<file path="src/shared/hpla_pkg.sv">
// Constants and carrier types for the host port, DAC load strobe and alert
// Notes on behaviour
// RULE1: A falling edge of the DAC load strobe copies every input register with new data into its DAC register, all channels at once.
// RULE2: The load pin enable bit gates the load strobe pin and is set after reset, so the pin governs loading by default.
// RULE3: The limit alert asserts while a temperature, supply or analog input limit is exceeded, with selectable polarity.
// RULE4: After reset the limit alert polarity is active low until software changes it.
// RULE5: In 4-wire mode read data is shifted onto the data output, changing on each falling serial clock edge.
// RULE6: In 4-wire mode write data on the data input is sampled on each rising serial clock edge.
// RULE7: The address-select pin gives bus address 1001 000 when low, 1001 010 when floating and 1001 011 when high.
// RULE8: The address-select pin is latched on the eighth serial clock of the second valid bus communication.
// RULE9: Once latched, the bus address ignores any later change on the address-select pin.
// RULE10: In 4-wire mode a low frame select opens a transfer; input is taken on rising and output driven on falling edges.
// RULE11: In 2-wire mode the board should hold the frame select pin high.
// RULE12: With the load pin enable bit cleared, load strobe edges are ignored and the pin serves as the third analog input.
package hpla_pkg;

  // ****************************************************************
  // Sizes and timing
  // ****************************************************************
  localparam int NUM_DAC = 4;
  localparam int DAC_WIDTH = 8;
  localparam int BYTE_BITS = 8;
  localparam int CLOCK_MHZ = 125;
  localparam int LOAD_PULSE_NS = 20;
  // Least time, rounded up to whole clock cycles
  localparam int LOAD_PULSE_CYC = (LOAD_PULSE_NS * CLOCK_MHZ + 999) / 1000;
  localparam logic [3:0] LOAD_CNT_MAX = 4'(LOAD_PULSE_CYC);
  localparam logic [1:0] LATCH_COMM_NUM = 2'h2;

  // ****************************************************************
  // Bus addresses picked by the address-select pin
  // ****************************************************************
  localparam logic [6:0] ADDR_PIN_LOW = 7'h48;
  localparam logic [6:0] ADDR_PIN_FLOAT = 7'h4A;
  localparam logic [6:0] ADDR_PIN_HIGH = 7'h4B;

  // ****************************************************************
  // Synchroniser bit positions and reset levels
  // ****************************************************************
  localparam int SYNC_W = 6;
  localparam int SYN_LOAD = 0;
  localparam int SYN_FRAME = 1;
  localparam int SYN_SCLK = 2;
  localparam int SYN_DIN = 3;
  localparam int SYN_ADDR = 4;
  localparam logic [5:0] SYNC_RESET = 6'h0B;

  // ****************************************************************
  // Types
  // ****************************************************************
  typedef enum logic [1:0] {PIN_LOW, PIN_FLOAT, PIN_HIGH} hpla_addr_pin_e;
  typedef enum logic {SER_IDLE, SER_SHIFT} hpla_ser_e;

  typedef struct packed {
    logic load_pin_enable_bit;
    logic alert_active_high;
  } hpla_cfg_s;

  typedef struct packed {
    logic temp;
    logic supply;
    logic ain;
  } hpla_limit_s;

  typedef struct packed {
    logic [NUM_DAC-1:0][DAC_WIDTH-1:0] code;
  } hpla_dac_s;

  localparam hpla_cfg_s CFG_RESET = '{load_pin_enable_bit: 1'b1,
                                       alert_active_high: 1'b0};

endpackage : hpla_pkg

</file>
<file path="src/design/hpla_sync.sv">
// Two-stage synchroniser for pins that arrive from outside the clock domain
`timescale 1ns/100ps
module hpla_sync #(
  parameter int WIDTH = 1,
  parameter logic [WIDTH-1:0] RESET_VAL = '0
) (
  input wire logic i_clock,
  input wire logic i_rst_b,
  input wire logic [WIDTH-1:0] i_async,
  output logic [WIDTH-1:0] o_sync
);

  logic [WIDTH-1:0] meta;

  // First stage feeds only the second stage
  always_ff @(posedge i_clock or negedge i_rst_b) begin
    if (!i_rst_b) begin
      meta <= RESET_VAL;
      o_sync <= RESET_VAL;
    end else begin
      meta <= i_async;
      o_sync <= meta;
    end
  end

endmodule : hpla_sync

</file>
<file path="src/design/hpla_top.sv">
// Host port pins: serial shift, bus address latch, DAC load and limit alert
`timescale 1ns/100ps
module hpla_top (
  input wire logic i_clock,
  input wire logic i_rst_b,
  input wire logic i_cfg_write,
  input wire hpla_pkg::hpla_cfg_s i_cfg,
  output hpla_pkg::hpla_cfg_s o_cfg,
  input wire logic i_dac_load_strobe_b,
  output logic o_analog_input_three_sel,
  input wire hpla_pkg::hpla_dac_s i_input_regs,
  input wire logic [hpla_pkg::NUM_DAC-1:0] i_input_new,
  output hpla_pkg::hpla_dac_s o_dac_regs,
  output logic [hpla_pkg::NUM_DAC-1:0] o_dac_loaded,
  input wire hpla_pkg::hpla_limit_s i_limits,
  output logic o_limit_alert,
  output logic o_alert_oe_b,
  input wire logic i_two_wire_mode,
  input wire logic i_frame_select_b,
  input wire logic i_serial_clock,
  input wire logic i_data_in,
  output logic o_dout_oe_b,
  input wire logic [7:0] i_tx_byte,
  output logic o_tx_load,
  output logic [7:0] o_rx_byte,
  output logic o_rx_valid,
  input wire hpla_pkg::hpla_addr_pin_e i_addr_pin,
  output logic [6:0] o_bus_address,
  output logic o_address_latched
);
  import hpla_pkg::*;

  // ****************************************************************
  // Pin synchronisers and edge detection
  // ****************************************************************
  logic [SYNC_W-1:0] pins;
  logic s_load_b, s_frame_b, s_sclk, s_din;
  hpla_addr_pin_e s_addr;
  logic sclk_prev, din_prev;
  logic sclk_rise, sclk_fall, bus_start;

  hpla_sync #(.WIDTH(SYNC_W), .RESET_VAL(SYNC_RESET)) u_sync (
    .i_clock(i_clock),
    .i_rst_b(i_rst_b),
    .i_async({i_addr_pin, i_data_in, i_serial_clock, i_frame_select_b,
              i_dac_load_strobe_b}),
    .o_sync(pins)
  );

  // Only the second stage is looked at from here on
  assign s_load_b = pins[SYN_LOAD];
  assign s_frame_b = pins[SYN_FRAME];
  assign s_sclk = pins[SYN_SCLK];
  assign s_din = pins[SYN_DIN];
  assign s_addr = hpla_addr_pin_e'(pins[SYN_ADDR +: 2]);
  assign sclk_rise = s_sclk & ~sclk_prev;
  assign sclk_fall = ~s_sclk & sclk_prev;
  // Data falling while clock stays high opens a 2-wire communication
  assign bus_start = i_two_wire_mode & s_sclk & sclk_prev & din_prev & ~s_din;

  // Address decode, used for the live address and for matching
  function automatic logic [6:0] addr_of(input hpla_addr_pin_e pin);
    unique case (pin)
      PIN_LOW: addr_of = ADDR_PIN_LOW; // [RULE7]
      PIN_FLOAT: addr_of = ADDR_PIN_FLOAT; // [RULE7]
      PIN_HIGH: addr_of = ADDR_PIN_HIGH; // [RULE7]
      default: addr_of = ADDR_PIN_LOW; // Unused code reads as low
    endcase
  endfunction : addr_of

  // ****************************************************************
  // Configuration, DAC load and alert
  // ****************************************************************
  hpla_cfg_s cfg, next_cfg;
  logic [3:0] low_cnt, next_low_cnt;
  hpla_dac_s next_dac;
  logic [NUM_DAC-1:0] next_loaded;
  logic load_now, next_alert, next_alert_oe_b;

  // A strobe must stay low for the least pulse width before it loads,
  // which filters glitches; one load per low pulse since the count holds
  always_comb begin
    next_cfg = i_cfg_write ? i_cfg : cfg;
    next_low_cnt = 4'h0;
    if (!s_load_b && cfg.load_pin_enable_bit) begin // [RULE2] [RULE12]
      next_low_cnt = (low_cnt == LOAD_CNT_MAX) ? low_cnt : low_cnt + 4'h1;
    end
    load_now = (next_low_cnt == LOAD_CNT_MAX) && (low_cnt != LOAD_CNT_MAX);
    next_dac = o_dac_regs;
    next_loaded = '0;
    for (int i = 0; i < NUM_DAC; i++) begin
      if (load_now && i_input_new[i]) begin // [RULE1]
        next_dac.code[i] = i_input_regs.code[i];
        next_loaded[i] = 1'b1;
      end
    end
    next_alert = i_limits.temp | i_limits.supply | i_limits.ain; // [RULE3]
    // Open drain: pull low when the logical level is low
    next_alert_oe_b = ~(next_alert ^ next_cfg.alert_active_high); // [RULE3]
  end

  // Polarity resets to active low, pin loading resets to enabled
  always_ff @(posedge i_clock or negedge i_rst_b) begin
    if (!i_rst_b) begin
      cfg <= CFG_RESET; // [RULE4] [RULE2]
      low_cnt <= 4'h0;
      o_dac_regs <= '0;
      o_dac_loaded <= '0;
      o_limit_alert <= 1'b0;
      o_alert_oe_b <= 1'b1;
      o_analog_input_three_sel <= 1'b0;
    end else begin
      cfg <= next_cfg;
      low_cnt <= next_low_cnt;
      o_dac_regs <= next_dac;
      o_dac_loaded <= next_loaded;
      o_limit_alert <= next_alert;
      o_alert_oe_b <= next_alert_oe_b;
      o_analog_input_three_sel <= ~next_cfg.load_pin_enable_bit; // [RULE12]
    end
  end
  assign o_cfg = cfg;

  // ****************************************************************
  // 4-wire shift engine
  // ****************************************************************
  hpla_ser_e state, next_state;
  logic [2:0] bit_cnt, next_bit_cnt;
  logic [7:0] tx_shift, next_tx_shift, rx_shift, next_rx_shift;
  logic [7:0] next_rx_byte;
  logic dout_bit, next_dout_bit, next_rx_valid, next_tx_load;
  logic frame_on;

  assign frame_on = ~s_frame_b & ~i_two_wire_mode; // [RULE10] [RULE11]

  always_comb begin
    next_state = state;
    next_bit_cnt = bit_cnt;
    next_tx_shift = tx_shift;
    next_rx_shift = rx_shift;
    next_rx_byte = o_rx_byte;
    next_dout_bit = dout_bit;
    next_rx_valid = 1'b0;
    next_tx_load = 1'b0;
    unique case (state)
      SER_IDLE: begin
        next_dout_bit = 1'b1;
        if (frame_on) begin // [RULE10]
          next_state = SER_SHIFT;
          next_bit_cnt = 3'h0;
          next_dout_bit = i_tx_byte[7]; // MSB ready before the first rise
          next_tx_shift = {i_tx_byte[6:0], 1'b0};
          next_tx_load = 1'b1;
        end
      end
      SER_SHIFT: begin
        if (!frame_on) begin // [RULE10]
          next_state = SER_IDLE;
          next_dout_bit = 1'b1;
        end else if (sclk_rise) begin
          next_rx_shift = {rx_shift[6:0], s_din}; // [RULE6]
          next_bit_cnt = bit_cnt + 3'h1;
          if (bit_cnt == 3'(BYTE_BITS - 1)) begin
            next_rx_byte = {rx_shift[6:0], s_din}; // [RULE6]
            next_rx_valid = 1'b1;
            next_tx_shift = i_tx_byte; // Next byte leaves on the next fall
            next_tx_load = 1'b1;
          end
        end else if (sclk_fall) begin
          next_dout_bit = tx_shift[7]; // [RULE5]
          next_tx_shift = {tx_shift[6:0], 1'b0};
        end
      end
    endcase
  end

  always_ff @(posedge i_clock or negedge i_rst_b) begin
    if (!i_rst_b) begin
      state <= SER_IDLE;
      bit_cnt <= 3'h0;
      tx_shift <= 8'h00;
      rx_shift <= 8'h00;
      o_rx_byte <= 8'h00;
      dout_bit <= 1'b1;
      o_dout_oe_b <= 1'b1;
      o_rx_valid <= 1'b0;
      o_tx_load <= 1'b0;
    end else begin
      state <= next_state;
      bit_cnt <= next_bit_cnt;
      tx_shift <= next_tx_shift;
      rx_shift <= next_rx_shift;
      o_rx_byte <= next_rx_byte;
      dout_bit <= next_dout_bit;
      o_dout_oe_b <= next_dout_bit; // Open drain: only a zero pulls low
      o_rx_valid <= next_rx_valid;
      o_tx_load <= next_tx_load;
    end
  end

  // ****************************************************************
  // 2-wire address capture and latch
  // ****************************************************************
  logic in_addr, next_in_addr, next_latched;
  logic [2:0] a_cnt, next_a_cnt;
  logic [7:0] a_shift, next_a_shift;
  logic [1:0] comm_cnt, next_comm_cnt;
  logic [6:0] next_bus_address;

  // Before the latch the address follows the pin; a matching address
  // byte counts as a valid communication
  always_comb begin
    next_in_addr = in_addr;
    next_a_cnt = a_cnt;
    next_a_shift = a_shift;
    next_comm_cnt = comm_cnt;
    next_latched = o_address_latched;
    next_bus_address = o_address_latched ? o_bus_address : addr_of(s_addr);
    if (bus_start) begin
      next_in_addr = 1'b1;
      next_a_cnt = 3'h0;
    end else if (in_addr && sclk_rise) begin
      next_a_shift = {a_shift[6:0], s_din};
      next_a_cnt = a_cnt + 3'h1;
      if (a_cnt == 3'(BYTE_BITS - 1)) begin // Eighth clock
        next_in_addr = 1'b0;
        if (a_shift[6:0] == addr_of(s_addr)) begin
          if (comm_cnt != LATCH_COMM_NUM) begin
            next_comm_cnt = comm_cnt + 2'h1;
          end
          if (!o_address_latched && next_comm_cnt == LATCH_COMM_NUM) begin
            next_latched = 1'b1; // [RULE8]
            next_bus_address = addr_of(s_addr); // [RULE8]
          end
        end
      end
    end
  end

  always_ff @(posedge i_clock or negedge i_rst_b) begin
    if (!i_rst_b) begin
      sclk_prev <= 1'b0;
      din_prev <= 1'b1;
      in_addr <= 1'b0;
      a_cnt <= 3'h0;
      a_shift <= 8'h00;
      comm_cnt <= 2'h0;
      o_address_latched <= 1'b0;
      o_bus_address <= ADDR_PIN_LOW;
    end else begin
      sclk_prev <= s_sclk;
      din_prev <= s_din;
      in_addr <= next_in_addr;
      a_cnt <= next_a_cnt;
      a_shift <= next_a_shift;
      comm_cnt <= next_comm_cnt;
      o_address_latched <= next_latched; // [RULE9]
      o_bus_address <= next_bus_address; // [RULE9]
    end
  end

  // ****************************************************************
  // Checks
  // ****************************************************************
  a_load_copy: assert property (@(posedge i_clock) disable iff (!i_rst_b)
    o_dac_loaded[0] |-> o_dac_regs.code[0] == $past(i_input_regs.code[0]))
    else $error("DAC load did not copy input"); // [RULE1]
  a_load_width: assert property (@(posedge i_clock) disable iff (!i_rst_b)
    (|o_dac_loaded) |-> $past(!s_load_b, 1) && $past(!s_load_b, 3))
    else $error("DAC loaded without a low strobe"); // [RULE1]
  a_load_gated: assert property (@(posedge i_clock) disable iff (!i_rst_b)
    !cfg.load_pin_enable_bit |=> o_dac_loaded == '0)
    else $error("DAC loaded with pin disabled"); // [RULE2] [RULE12]
  a_alert_level: assert property (@(posedge i_clock) disable iff (!i_rst_b)
    (i_limits.temp || i_limits.ain) |=> o_limit_alert ##0
    (o_alert_oe_b == cfg.alert_active_high))
    else $error("Alert pin wrong for a limit"); // [RULE3]
  a_pol_hold: assert property (@(posedge i_clock) disable iff (!i_rst_b)
    cfg.alert_active_high |-> $past(i_cfg_write) ||
    $past(cfg.alert_active_high))
    else $error("Polarity changed without a write"); // [RULE4]
  a_dout_fall: assert property (@(posedge i_clock) disable iff (!i_rst_b)
    $past(state == SER_SHIFT) && state == SER_SHIFT &&
    $changed(o_dout_oe_b) |-> $past(sclk_fall))
    else $error("Data out moved off a falling edge"); // [RULE5]
  a_rx_sample: assert property (@(posedge i_clock) disable iff (!i_rst_b)
    o_rx_valid |-> $past(sclk_rise) && o_rx_byte[0] == $past(s_din))
    else $error("Received bit not taken on rise"); // [RULE6]
  a_frame_idle: assert property (@(posedge i_clock) disable iff (!i_rst_b)
    !frame_on |=> state == SER_IDLE && o_dout_oe_b)
    else $error("Shift engine active outside frame"); // [RULE10]
  a_addr_decode: assert property (@(posedge i_clock) disable iff (!i_rst_b)
    s_addr == PIN_HIGH |=> o_address_latched ||
    o_bus_address == ADDR_PIN_HIGH)
    else $error("Live address wrong for pin high"); // [RULE7]
  a_latch_second: assert property (@(posedge i_clock) disable iff (!i_rst_b)
    $rose(o_address_latched) |-> comm_cnt == 2'h2 && $past(sclk_rise))
    else $error("Address latched off the second match"); // [RULE8]
  a_addr_hold: assert property (@(posedge i_clock) disable iff (!i_rst_b)
    o_address_latched |=> o_address_latched && $stable(o_bus_address))
    else $error("Latched address moved"); // [RULE9]

endmodule : hpla_top

</file>
<file path="config.mk">
export PLATFORM = sky130hd
export DESIGN_NAME = hpla_top
export DESIGN_NICKNAME = d
export VERILOG_FILES = /design/src/shared/hpla_pkg.sv /design/src/design/hpla_sync.sv /design/src/design/hpla_top.sv
export SDC_FILE = /design/constraint.sdc
export NUM_CORES = 1
export LEC_CHECK = 0
export BUFFER_PORTS_ARGS = -buffer_cell sky130_fd_sc_hd__buf_2
export CORE_AREA = 2 2 99 120
export DETAILED_ROUTE_END_ITERATION = 8
export DIE_AREA = 0 0 101 122
export MAX_ROUTING_LAYER = met4
export PLACE_DENSITY = 0.65
export SLEW_MARGIN = 0
export SYNTH_ARGS = -nofsm -noshare
export SYNTH_HDL_FRONTEND = slang
export SYNTH_SLANG_ARGS = --single-unit
</file>
<file path="constraint.sdc">
create_clock -name i_clock -period 6.1 [get_ports i_clock]
set_clock_uncertainty 0.2 [all_clocks]
set_input_delay 0.305 -clock i_clock [delete_from_list [all_inputs] [get_ports i_clock]]
set_output_delay 0.305 -clock i_clock [all_outputs]
set_load 0.03 [all_outputs]
</file>
==> reports/results.env, run 1 <==
RESULT_OF_THE_RUN='completed'
CTS_INSERTED_BUFFERS=9
PLACE_AREA_UM2=5090
DESIGN.FINAL.NETS=532
ROUTE.FINAL.WIRE_LENGTH_UM=8640
REG2REGPATHDEPTH=6
ROOT_BUFFER='clkbuf_16'
SYNTH.AVG_CELL_AREA_UM2=14.6
MAX_SLEW_MARGIN_PCT=34.4
CRITICAL_PATH_PEAK_FANOUT=20
ANTENNA_FOUND_INITIAL=0
STATIC-LEAKAGE-POWER_nW=2.93
DIE_WIDTH_UM=101
FIRST_GLOBAL_VIAS=3083
HOLD_PATH_STARTPOINT='i_input_regs[6]'
YS.FLOP_TYPE='dfrtp_1'
WORSTSKEWPAIRLATENCY_PS=340
CLOCK_TREE.BUFFER_DEPTH=2
FINALWEIGHTEDCONGESTION=0.702
CTS.SINK_COUNT=110
SETUP_REPAIR_AFTER_GLOBAL_ROUTING_MISSED_ITS_MARGIN='false'
FINAL_CELL_AREA_UM2=5820
TIMING.CRITICAL_PATH.SLOWEST_STAGE_CELL='ha_1'
WL_PER_CELL_UM=14.3
POWER.DENSITY_nW_PER_UM2=357
SYNTH_SEQ_AREA_SHARE_PCT=63.5
SYN2LAYOUT_AREA_GROWTH_PCT=33.4
CPPEAKSTAGEDELAY_PS=660
CRIT_REQUIRED_PS=6130
CRIT_PATH_CELL_TRACE='inv_1 -> ha_1 -> nand2_1 -> o21ba_2 -> nand4_1 -> mux2_2'
REGISTER_BIT_COUNT_REPORTED_BY_YOSYS=110
POST-LAYOUT-TOTAL-POWER_mW=2.08
DRT_FIRST_ITER_VIOLATIONS=104
POST-PLACE-CELLS=546
DIODES=0
DRIVE_GT1_SHARE_PCT=46.9
SYNTH_WARNINGS=0
FINALSETUPTNS_PS=0
POST-ROUTE-PERIOD-UTIL_PCT=42.6
CLKTRANSATPATHREGS_PS=70
CLOCK_TREE.HTREE_LEVEL_COUNT=3
CTS_TREE='yes'
FINALCRITICALPERIOD_PS=2600
CHIPHEIGHT_UM=122
TIMING.CRITICAL_PATH.FROM_TYPE='flop'
ROUTED-VIA-COUNT=2893
DIEAREA_UM2=12300
LAYOUT.CELLS.NON_FILLER=604
DRV.MAX_CAP_VIOLATION_COUNT=0
INITIAL_CORE_UTIL_PCT=38.6
FILL_CELLS=950
NUMBER_OF_BUFFERS_ADDED_ON_PORTS=118
HOLD_CLASS='input port to flop'
DETAILEDPLACEMENTHPWL_UM=5830
TIMING.RR.START='sclk_prev'
MAX-VDD-IR-DROP_uV=223
SYNTHDISTINCTLIBCELLS=40
SLEW_VIOL_FINAL=0
CRITPATHARRIVALTIME_PS=2630
POST-ROUTE-DRC-COUNT=0
WHS_PATH_DEPTH=2
SETUP_VIOL=0
FINAL-SEQ-AREA_UM2=2770
SETUP.WORST_PATH.END_CLASS='flop'
CLOCK.FMAX_MHz=385
GRT.OVERFLOW.TOTAL=0
TIMING.SETUP.CRITICAL_PATH_CLASS='flop to flop'
SYN_NETS=367
GRT_FIRST_PASS_WIRELENGTH_UM=14600
WORST-SLEW-PIN-TRANSITION_PS=985
MAXIMUM_NUMBER_OF_PINS_ON_ONE_NET_BEFORE_GLOBAL_ROUTE_REPAIR=80
SYNTH_AREA_UM2=4360
POSTSYNTH.ASYNCRESETSHARE_PCT=100
IO-PIN-COUNT=119
POST_SYNTH_INST_COUNT=299
WHS_ENDPOINT='o_dac_regs[6]'
TIMING.REG2REG.SETUP_SLACK_PS=3500
VIAS_PER_CELL=4.79
DETAILEDROUTE.FIRSTPASSITERATIONCOUNT=4
ROUTE.ANTENNA.REMAINING_NETS=0
CRIT-REG2REG-CAPTURE='comm_cnt[0]'
CORE-AREA_UM2=11300
MULTIINPUTGATEAREA_UM2=1520
TIMING.FINAL.HOLD_VIOLATIONS=0
ROWS=43
GR_UTIL_ALL_LAYERS_PCT=15.6
SYNTH_EDF_COUNT=0
cells in the mapped netlist, types with 4 or more instances:
master	instances	area share (%)
a21oi_1	10	1.1
dfrtp_1	98	56
dfstp_2	12	7.2
ha_1	9	2.6
inv_1	10	0.86
mux2_2	65	17
mux2i_1	11	2.5
nand2_1	7	0.60
nand2b_1	4	0.57
nand3_1	9	1.0
nor2_1	13	1.1
o21ai_0	5	0.57
critical path, delay by kind of cell, from the launching register on:
family | cells | cell delay, ps
flops | 1 | 390
compound gates | 1 | 410
simple gates | 2 | 440
buf+inv | 1 | 70
fa+ha+maj | 1 | 660
mux | 1 | 320
cell families (layout without fill, tap and decap cells):
logic type	after synthesis	count (layout)	share of synthesized area (%)
muxes	79	79	20.4
buffers and inverters	18	188	1.72
and+or+nand+nor	56	56	7.75
xor gates and xnor gates	6	6	1.21
DFF	110	110	63.5
adders and majority gates	9	9	2.58
AOI/OAI and AO/OA	21	21	2.90
sequential cells by signal, summed over array words and instances (netlist names), 2 cells and up:
register and cells:
o_cfg 2, u_sync.o_sync 6, u_sync.meta 6, bit_cnt 3, tx_shift 8, a_shift 7
a_cnt 3, rx_shift 7, o_dac_loaded 4, low_cnt 4, comm_cnt 2, o_bus_address 7
o_rx_byte 8, o_dac_regs 32
metrics by stage:
| step | worst slack, ps | util, % | hold slack (ps) |
|---|---|---|---|
| after floorplan | 3880 | - | -191 |
| after global placement | 3530 | 45.1 | 49.1 |
| after detailed placement | 3470 | 45.1 | 58.8 |
| after CTS | 3470 | 51.5 | 4.10 |
| after global routing | 3260 | 51.5 | 8.75 |
| final | 3500 | 51.5 | 14.1 |
cell type report:
class,count,area share (%)
clock buffers,11,4.17
repair buffers,161,17.6
clock inverters,5,1.01
inverters,11,0.710
multi-input cells,171,26.1
well taps,135,2.90
flip-flops and latches,110,47.6
per-layer routing:
metal | track usage, % | part of all wire (%)
met1 | 19.7 | 44
met2 | 24.2 | 49
met3 | 4.82 | 5.9
met4 | 5.07 | 1.4
met5 | - | 0
placed cells by master, fill, tap and decap left out, drive strengths merged, types with 2 or more instances in the layout:
cell type and instances:
a21oi 10, clkbuf 11, clkinv 2, mux2 67, nand4 2, nand3b 2
ha 9, xor2 3, a22o 3, inv 11, dfstp 12, nand2b 4
dlygate4sd3 42, nand3 9, buf 119, and3 3, and2 3, xnor2 3
nand2 8, mux2i 12, clkinvlp 2, dfrtp 98, o21ai 5, nor2 16
report_power, final:
group,internal (mW),leakage (nW),switching [mW]
clock network,0.330,0.142,0.256
logic,0.217,1.41,0.313
registers,0.875,1.38,0.0849
timing repair:
action | CTS | global route
buffers inserted | 0 | 0
endpoints found under the hold margin | 71 | 0
hold buffers | 42 | 0
resized for setup | 0 | 0
worst max path at each step:
stage | start | end | slack, ps | cells past startpoint
2_1_floorplan | o_cfg[1] | o_dac_regs[10] | 3880 | 4
3_3_place_gp | sclk_prev | comm_cnt[0] | 3530 | 6
3_5_place_dp | sclk_prev | comm_cnt[0] | 3470 | 6
4_1_cts | sclk_prev | comm_cnt[0] | 3470 | 6
5_1_grt | sclk_prev | comm_cnt[0] | 3260 | 6
6_report | sclk_prev | comm_cnt[0] | 3500 | 6
Power figures use the tool's default switching activity.
==> inputs of run 2 (changes only) <==
==> constraint.sdc (replaced) <==
create_clock -name i_clock -period 2.6 [get_ports i_clock]
set_clock_uncertainty 0.2 [all_clocks]
set_input_delay 0.13 -clock i_clock [delete_from_list [all_inputs] [get_ports i_clock]]
set_output_delay 0.13 -clock i_clock [all_outputs]
set_load 0.03 [all_outputs]
==> reports/results.env, run 2 (synthesis gave the netlist of run 1 again) <==
SYN2LAYOUT_AREA_GROWTH_PCT=37.8
TIMING.RR.START='low_cnt[0]'
TIMING.SETUP.CRITICAL_PATH_CLASS='flop to flop'
TIMING.CRITICAL_PATH.FROM_TYPE='flop'
WP_BUF_INV=0  # -1
DIODES=0  # unchanged
CP.DEPTH=5  # -1
IO-PIN-COUNT=119  # unchanged
CRIT_PATH_CELL_TRACE='ha_1 -> and4bb_1 -> nand3_1 -> nor2_2 -> mux2_2'
MAX_SLEW_MARGIN_PCT=63.5  # +29 points
ROUTE.FINAL.WIRE_LENGTH_UM=8820  # +2.0%
CTS-RESIZED-GATES=0  # unchanged
CRIT-REG2REG-CAPTURE='o_dac_regs[21]'
REG2REGPATHDEPTH=5  # -1
CRIT_FAMILY='simple AND/OR/NAND/NOR gates'
FILL_CELLS=977  # +2.8%
WHS_ENDPOINT='tx_shift[5]'
FINALWEIGHTEDCONGESTION=0.697  # -0.70%
DETAILEDROUTE.FIRSTPASSITERATIONCOUNT=4  # unchanged
CRITICAL_PATH_PEAK_FANOUT=9  # -55%
TIMING.FINAL.HOLD_VIOLATIONS=0  # unchanged
LARGEST_REGISTER_FFS=32  # unchanged
INITIAL_CORE_UTIL_PCT=38.6  # unchanged
FINALSETUPTNS_PS=0  # unchanged
HOLD_PATH_STARTPOINT='i_tx_byte[4]'
HOLD_CLASS='input port to flop'
POWER.DENSITY_nW_PER_UM2=814  # +130%
CTS_INSERTED_BUFFERS=9  # unchanged
VIAS_PER_CELL=4.78  # -0.17%
CTS_TREE='yes'
RESULT_OF_THE_RUN='completed'
WORST-SLEW-PIN-TRANSITION_PS=548  # -437 ps
CTS.SINK_COUNT=110  # unchanged
POST-LAYOUT-TOTAL-POWER_mW=4.89  # +140%
CLOCK_TREE.BUFFER_DEPTH=2  # unchanged
DETAILEDPLACEMENTHPWL_UM=5990  # +2.8%
DRT_FIRST_ITER_VIOLATIONS=60  # -42%
REGISTERS.TOP_BY_FF_COUNT='o_dac_regs'
SETUP.WORST_PATH.END_CLASS='flop'
GRT.OVERFLOW.TOTAL=0  # unchanged
GRT_FIRST_PASS_WIRELENGTH_UM=14600  # about the same
FINALCRITICALPERIOD_PS=2290  # -305 ps
DESIGN.FINAL.NETS=551  # +3.6%
CHIPHEIGHT_UM=122  # unchanged
CPPEAKSTAGEDELAY_PS=420  # -240 ps
STATIC-LEAKAGE-POWER_nW=3.02  # +3.1%
ROOT_BUFFER='clkbuf_16'
DRV.MAX_CAP_VIOLATION_COUNT=0  # unchanged
POST-ROUTE-DRC-COUNT=0  # unchanged
TIMING.REG2REG.SETUP_SLACK_PS=310  # -3190 ps
NUMBER_OF_BUFFERS_ADDED_ON_PORTS=118  # unchanged
DIE_WIDTH_UM=101  # unchanged
MAXIMUM_NUMBER_OF_PINS_ON_ONE_NET_BEFORE_GLOBAL_ROUTE_REPAIR=55  # -31%
GR_UTIL_ALL_LAYERS_PCT=15.6  # -0.040 points
MOST-COMMON-LAYOUT-CELLS='buf_2, dfrtp_1, mux2_2'
MAX-VDD-IR-DROP_uV=495  # +120%
SLEW_VIOL_FINAL=0  # unchanged
CLOCK.FMAX_MHz=436  # +13%
CRIT_REQUIRED_PS=2630  # -3500 ps
POST-ROUTE-PERIOD-UTIL_PCT=88.2  # +46 points
TIMING.CRITICAL_PATH.SLOWEST_STAGE_CELL='dfrtp_1'
ANTENNA_FOUND_INITIAL=0  # unchanged
WORSTSKEWPAIRLATENCY_PS=340  # about the same
WL_PER_CELL_UM=14.2  # -1.1%
CLOCK_TREE.HTREE_LEVEL_COUNT=3  # unchanged
DIEAREA_UM2=12300  # unchanged
CLKTRANSATPATHREGS_PS=70  # about the same
ROUTED-VIA-COUNT=2979  # +3.0%
MOST_COMMON_LIBRARY_CELL_IN_THE_LAYOUT_IGNORING_FILL_AND_TAPS='buf_2'
FIRST_GLOBAL_VIAS=3147  # +2.1%
CORE-AREA_UM2=11300  # unchanged
SETUP_REPAIR_AFTER_GLOBAL_ROUTING_MISSED_ITS_MARGIN='false'
WHS_PATH_DEPTH=4  # +2
DRIVE_GT1_SHARE_PCT=45.9  # -1.0 points
ROWS=43  # unchanged
CRITPATHARRIVALTIME_PS=2320  # -310 ps
LAYOUT_TOP_REGISTERS='o_dac_regs (32), o_rx_byte (8), tx_shift (8)'
SETUP_VIOL=0  # unchanged
ROUTE.ANTENNA.REMAINING_NETS=0  # unchanged
[run 2: cell count changes in the layout (fill, tap and decap cells not counted), sizes merged]
| cell | delta |
|---|---|
| clkinvlp | -2 |
| clkbuf | -1 |
| inv | +2 |
| buf | +4 |
| dlygate4sd3 | +15 |
| clkinv | +1 |
[run 2: what timing repair did]
| action | 4_1_cts | 5_1_grt |
|---|---|---|
| hold endpoints to repair | 159 | 0 |
| hold buffers | 57 | 0 |
| setup buffers | 0 | 0 |
[run 2: tightest hold or removal path, stage by stage]
cell and delay (ps):
buf_2 90, nor2_1 40, a21oi_1 120, mux2_2 150
[run 2: final cells by class]
type                            count  area, um^2  area share, %
Sequential cell                   110        2770           46.1
Multi-Input combinational cell    171        1520           25.2
Inverter                           11        41.3          0.687
Timing Repair Buffer              180        1210           20.2
Clock inverter                      6        70.1           1.17
Clock buffer                       10         229           3.81
Tap cell                          135         169           2.81
[run 2: where the power goes]
part           internal (mW)  switching (mW)
Combinational          0.529           0.745
Clock                  0.757           0.619
Sequential              2.05           0.188
Total                   3.34            1.55
[run 2: through the flow]
step / hold slack, ps / utilization, % / instance area [um^2] / worst slack, ps / instances
after floorplan: -366 / - / 4360 / 383 / 299
after global placement: -208 / 45.5 / 5140 / 346 / 550
after detailed placement: -205 / 45.5 / 5140 / 292 / 550
after CTS: 7.10 / 53.2 / 6010 / 291 / 623
after global routing: 39.3 / 53.2 / 6010 / 170 / 623
final: 23.1 / 53.2 / 6010 / 307 / 623
[run 2: worst max-delay path by stage]
stage,start,endpoint
after floorplan,o_cfg[1],o_dac_regs[10]
after global placement,low_cnt[0],o_dac_regs[18]
after detailed placement,low_cnt[0],o_dac_regs[16]
after CTS,low_cnt[0],o_dac_regs[21]
after global routing,low_cnt[0],o_dac_regs[19]
final,low_cnt[0],o_dac_regs[21]
[run 2: routing by layer]
| metal | GRT usage (%) | share of wire, % | up-vias |
|---|---|---|---|
| li1 | - | - | 1405 |
| met1 | 19.2 | 44 | 1463 |
| met2 | 24.8 | 49 | 100 |
| met3 | 3.79 | 5.9 | 11 |
| met4 | 6.00 | 1.5 | 0 |
| met5 | - | 0 | - |
==> inputs of run 3 (changes only) <==
--- a/config.mk
+++ b/config.mk
@@ -6,12 +6,15 @@
 export NUM_CORES = 1
 export LEC_CHECK = 0
 export BUFFER_PORTS_ARGS = -buffer_cell sky130_fd_sc_hd__buf_2
-export CORE_AREA = 2 2 99 120
+export CORE_AREA = 2 2 98 119
 export DETAILED_ROUTE_END_ITERATION = 8
-export DIE_AREA = 0 0 101 122
+export DIE_AREA = 0 0 100 121
+export HOLD_SLACK_MARGIN = 0.06
 export MAX_ROUTING_LAYER = met4
-export PLACE_DENSITY = 0.65
+export PLACE_DENSITY = 0.66
+export SKIP_CTS_REPAIR_TIMING = 1
 export SLEW_MARGIN = 0
 export SYNTH_ARGS = -nofsm -noshare
 export SYNTH_HDL_FRONTEND = slang
+export SYNTH_HIERARCHICAL = 1
 export SYNTH_SLANG_ARGS = --single-unit
==> reports/results.env, run 3 <==
INITIAL_CORE_UTIL_PCT=39.4  # +0.86 points
POWER.DENSITY_nW_PER_UM2=834  # +2.5%
POST-LAYOUT-TOTAL-POWER_mW=5.00  # +2.3%
LARGEST_REGISTER_FFS=32  # unchanged
SLEW_VIOL_FINAL=0  # unchanged
DIE_WIDTH_UM=100  # -0.99%
ANTENNA_FOUND_INITIAL=0  # unchanged
CTS_TREE='yes'
POSTLAYOUTCOREUTIL_PCT=54.9  # +1.7 points
MAX-VDD-IR-DROP_uV=555  # +12%
POST-ROUTE-PERIOD-UTIL_PCT=94.4  # +6.2 points
CLOCK_TREE.BUFFER_DEPTH=2  # unchanged
POSTSYNTH.ASYNCRESETSHARE_PCT=100  # unchanged
FINALWEIGHTEDCONGESTION=0.763  # +9.4%
HOLD_SLACK_PS=13.2  # -9.92 ps
WORSTSKEWPAIRLATENCY_PS=340  # about the same
CPPEAKSTAGEDELAY_PS=550  # +130 ps
ROUTE.FINAL.WIRE_LENGTH_UM=8780  # -0.44%
GRT.OVERFLOW.TOTAL=0  # unchanged
CTS_INSERTED_BUFFERS=9  # unchanged
CRITICAL_PATH_PEAK_FANOUT=12  # +3
MOST_COMMON_LIBRARY_CELL_IN_THE_LAYOUT_IGNORING_FILL_AND_TAPS='buf_2'
SYNTH_WARNINGS=6  # +6
IO-PIN-COUNT=119  # unchanged
ROUTED-VIA-COUNT=2906  # -2.5%
CHIPHEIGHT_UM=121  # -0.82%
SYN_NETS=368  # +0.27%
POST-ROUTE-DRC-COUNT=0  # unchanged
YS.FLOP_TYPE='dfrtp_1'
YS_TOP_CELLS_BY_COUNT='dfrtp_1, mux2_2, inv_1, nor2_1, dfstp_2'
FILL_CELLS=894  # -8.5%
CLKTRANSATPATHREGS_PS=70  # about the same
FINAL_CELL_AREA_UM2=6000  # -0.15%
TIMING.SETUP.CRITICAL_PATH_CLASS='flop to flop'
DIODES=0  # unchanged
REGISTER_BIT_COUNT_REPORTED_BY_YOSYS=110  # unchanged
DETAILEDPLACEMENTHPWL_UM=5830  # -2.7%
SYNTH_AREA_UM2=4310  # -1.1%
CRIT_REQUIRED_PS=2630  # about the same
ROOT_BUFFER='clkbuf_16'
REGISTERS.TOP_BY_FF_COUNT='o_dac_regs'
FINAL-SEQ-AREA_UM2=2770  # unchanged
DRT_FIRST_ITER_VIOLATIONS=81  # +35%
HOLD_CLASS='input port to flop'
RESULT_OF_THE_RUN='completed'
CLOCK_TREE.HTREE_LEVEL_COUNT=3  # unchanged
DRV.MAX_CAP_VIOLATION_COUNT=0  # unchanged
POST-PLACE-CELLS=548  # -0.36%
DIEAREA_UM2=12100  # -1.8%
CORE-AREA_UM2=10900  # -3.3%
SYNTH_TOP_CELL_AREA_SHARE_PCT=56.9  # +0.62 points
ROWS=42  # -2.3%
TIMING.CRITICAL_PATH.SLOWEST_STAGE_CELL='dlygate4sd3_1'
FIRST_GLOBAL_VIAS=2833  # -10%
ROUTE.ANTENNA.REMAINING_NETS=0  # unchanged
POST_SYNTH_INST_COUNT=300  # +0.33%
PLACE_AREA_UM2=5090  # -0.97%
VIAS_PER_CELL=4.67  # -2.3%
NUMBER_OF_BUFFERS_ADDED_ON_PORTS=118  # unchanged
LAYOUT.CELLS.NON_FILLER=622  # -0.16%
MAX_SLEW_MARGIN_PCT=53.5  # -9.9 points
SYNTH_SEQ_AREA_SHARE_PCT=64.2  # +0.70 points
CLOCK.FMAX_MHz=407  # -6.5%
FINALSETUPTNS_PS=0  # unchanged
LAYOUT_TOP_REGISTERS='o_dac_regs (32), o_rx_byte (8), tx_shift (8)'
SYNTH_TOP_CELLS_BY_AREA='dfrtp_1, mux2_2, dfstp_2'
YOSYSMOSTFREQUENTCELL='dfrtp_1'
DP_WORST_SETUP_SLACK_PS=393  # +101 ps
SYNTH_EDF_COUNT=0  # unchanged
CRIT_PATH_CELL_TRACE='inv_1 -> ha_1 -> buf_4 -> mux2i_1 -> a21oi_1 -> dlygate4sd3_1 -> mux2_2'
SETUP_VIOL=0  # unchanged
MAXIMUM_NUMBER_OF_PINS_ON_ONE_NET_BEFORE_GLOBAL_ROUTE_REPAIR=56  # +1.8%
DETAILEDROUTE.FIRSTPASSITERATIONCOUNT=4  # unchanged
TIMING.FINAL.HOLD_VIOLATIONS=0  # unchanged
SYNTH.AVG_CELL_AREA_UM2=14.4  # -1.4%
GRT_FIRST_PASS_WIRELENGTH_UM=13000  # -11%
NETLIST.TOP_CELL.BY_AREA='dfrtp_1'
STATIC-LEAKAGE-POWER_nW=3.05  # +0.89%
GR_UTIL_ALL_LAYERS_PCT=14.0  # -1.6 points
MOST-COMMON-LAYOUT-CELLS='buf_2, dfrtp_1, mux2_2'
DRIVE_GT1_SHARE_PCT=45.9  # about the same
TIMING.CRITICAL_PATH.FROM_TYPE='flop'
MULTIINPUTGATEAREA_UM2=1450  # -4.3%
SYN2LAYOUT_AREA_GROWTH_PCT=39.1
SYNTHDISTINCTLIBCELLS=34  # -15%
DESIGN.FINAL.NETS=553  # +0.36%
CRITPATHARRIVALTIME_PS=2480  # +160 ps
WL_PER_CELL_UM=14.1  # -0.28%
WORST_SLACK_PS=146  # -161 ps
SETUP_REPAIR_AFTER_GLOBAL_ROUTING_MISSED_ITS_MARGIN='false'
WORST-SLEW-PIN-TRANSITION_PS=697  # +149 ps
SETUP.WORST_PATH.END_CLASS='flop'
CTS.SINK_COUNT=110  # unchanged
FINALCRITICALPERIOD_PS=2450  # +161 ps
## run 3: cell types whose count changed after synthesis, sizes merged, moves of 2 or more
cell	change
nor2	-3
nand3	-3
nand2b	+2
inv	+5
nand2	+4
xor2	+2
## run 3: critical path, delay by kind of cell, from the launching register on
kind	cells	cell delay, ps
DFF	1	410
AOI/OAI and AO/OA	1	70
buffers and inverters	3	900
muxes	2	460
adders and majority gates	1	310
## run 3: cells by family (layout without fill, tap and decap cells)
group | Yosys count | after routing | share of synthesized area (%)
DFF | 110 | 110 | 64.2
muxes | 77 | 77 | 19.8
and+or+nand+nor | 52 | 52 | 6.79
buffers and inverters | 23 | 213 | 2.15
AOI/OAI and AO/OA | 22 | 22 | 3.05
adders and majority gates | 9 | 9 | 2.61
xor gates and xnor gates | 7 | 7 | 1.42
## run 3: final timing paths
check,endpoint,cells after the start,start,slack [ps]
worst max-delay path,tx_shift[5],7,sclk_prev,150
worst min-delay path,a_cnt[0],4,i_two_wire_mode,10
min in group asynchronous,a_shift[1],2,i_rst_b,200
worst max register to register,tx_shift[5],7,sclk_prev,150
worst min register to register,u_sync/o_sync[1],0,u_sync/meta[1],160
max in group asynchronous,u_sync/o_sync[0],3,i_rst_b,1310
## run 3: power breakdown
| part | internal (mW) | total, mW | switching, mW |
|---|---|---|---|
| Sequential | 2.05 | 2.25 | 0.195 |
| Clock | 0.858 | 1.48 | 0.619 |
| Combinational | 0.531 | 1.28 | 0.745 |
## run 3: area by class of cell
cell class	instances	area share, %
clock buffer	9	3.75
multi-input combinational	167	24.2
timing repair buffer	181	20.4
inverter	16	1.00
tap	132	2.75
sequential	110	46.1
clock inverter	7	1.75
## run 3: routing by layer
metal / track usage [%] / wire length (um)
met1: 16.7 / 3810
met2: 22.6 / 4360
met3: 4.26 / 490
met4: 4.62 / 121
met5: - / 0
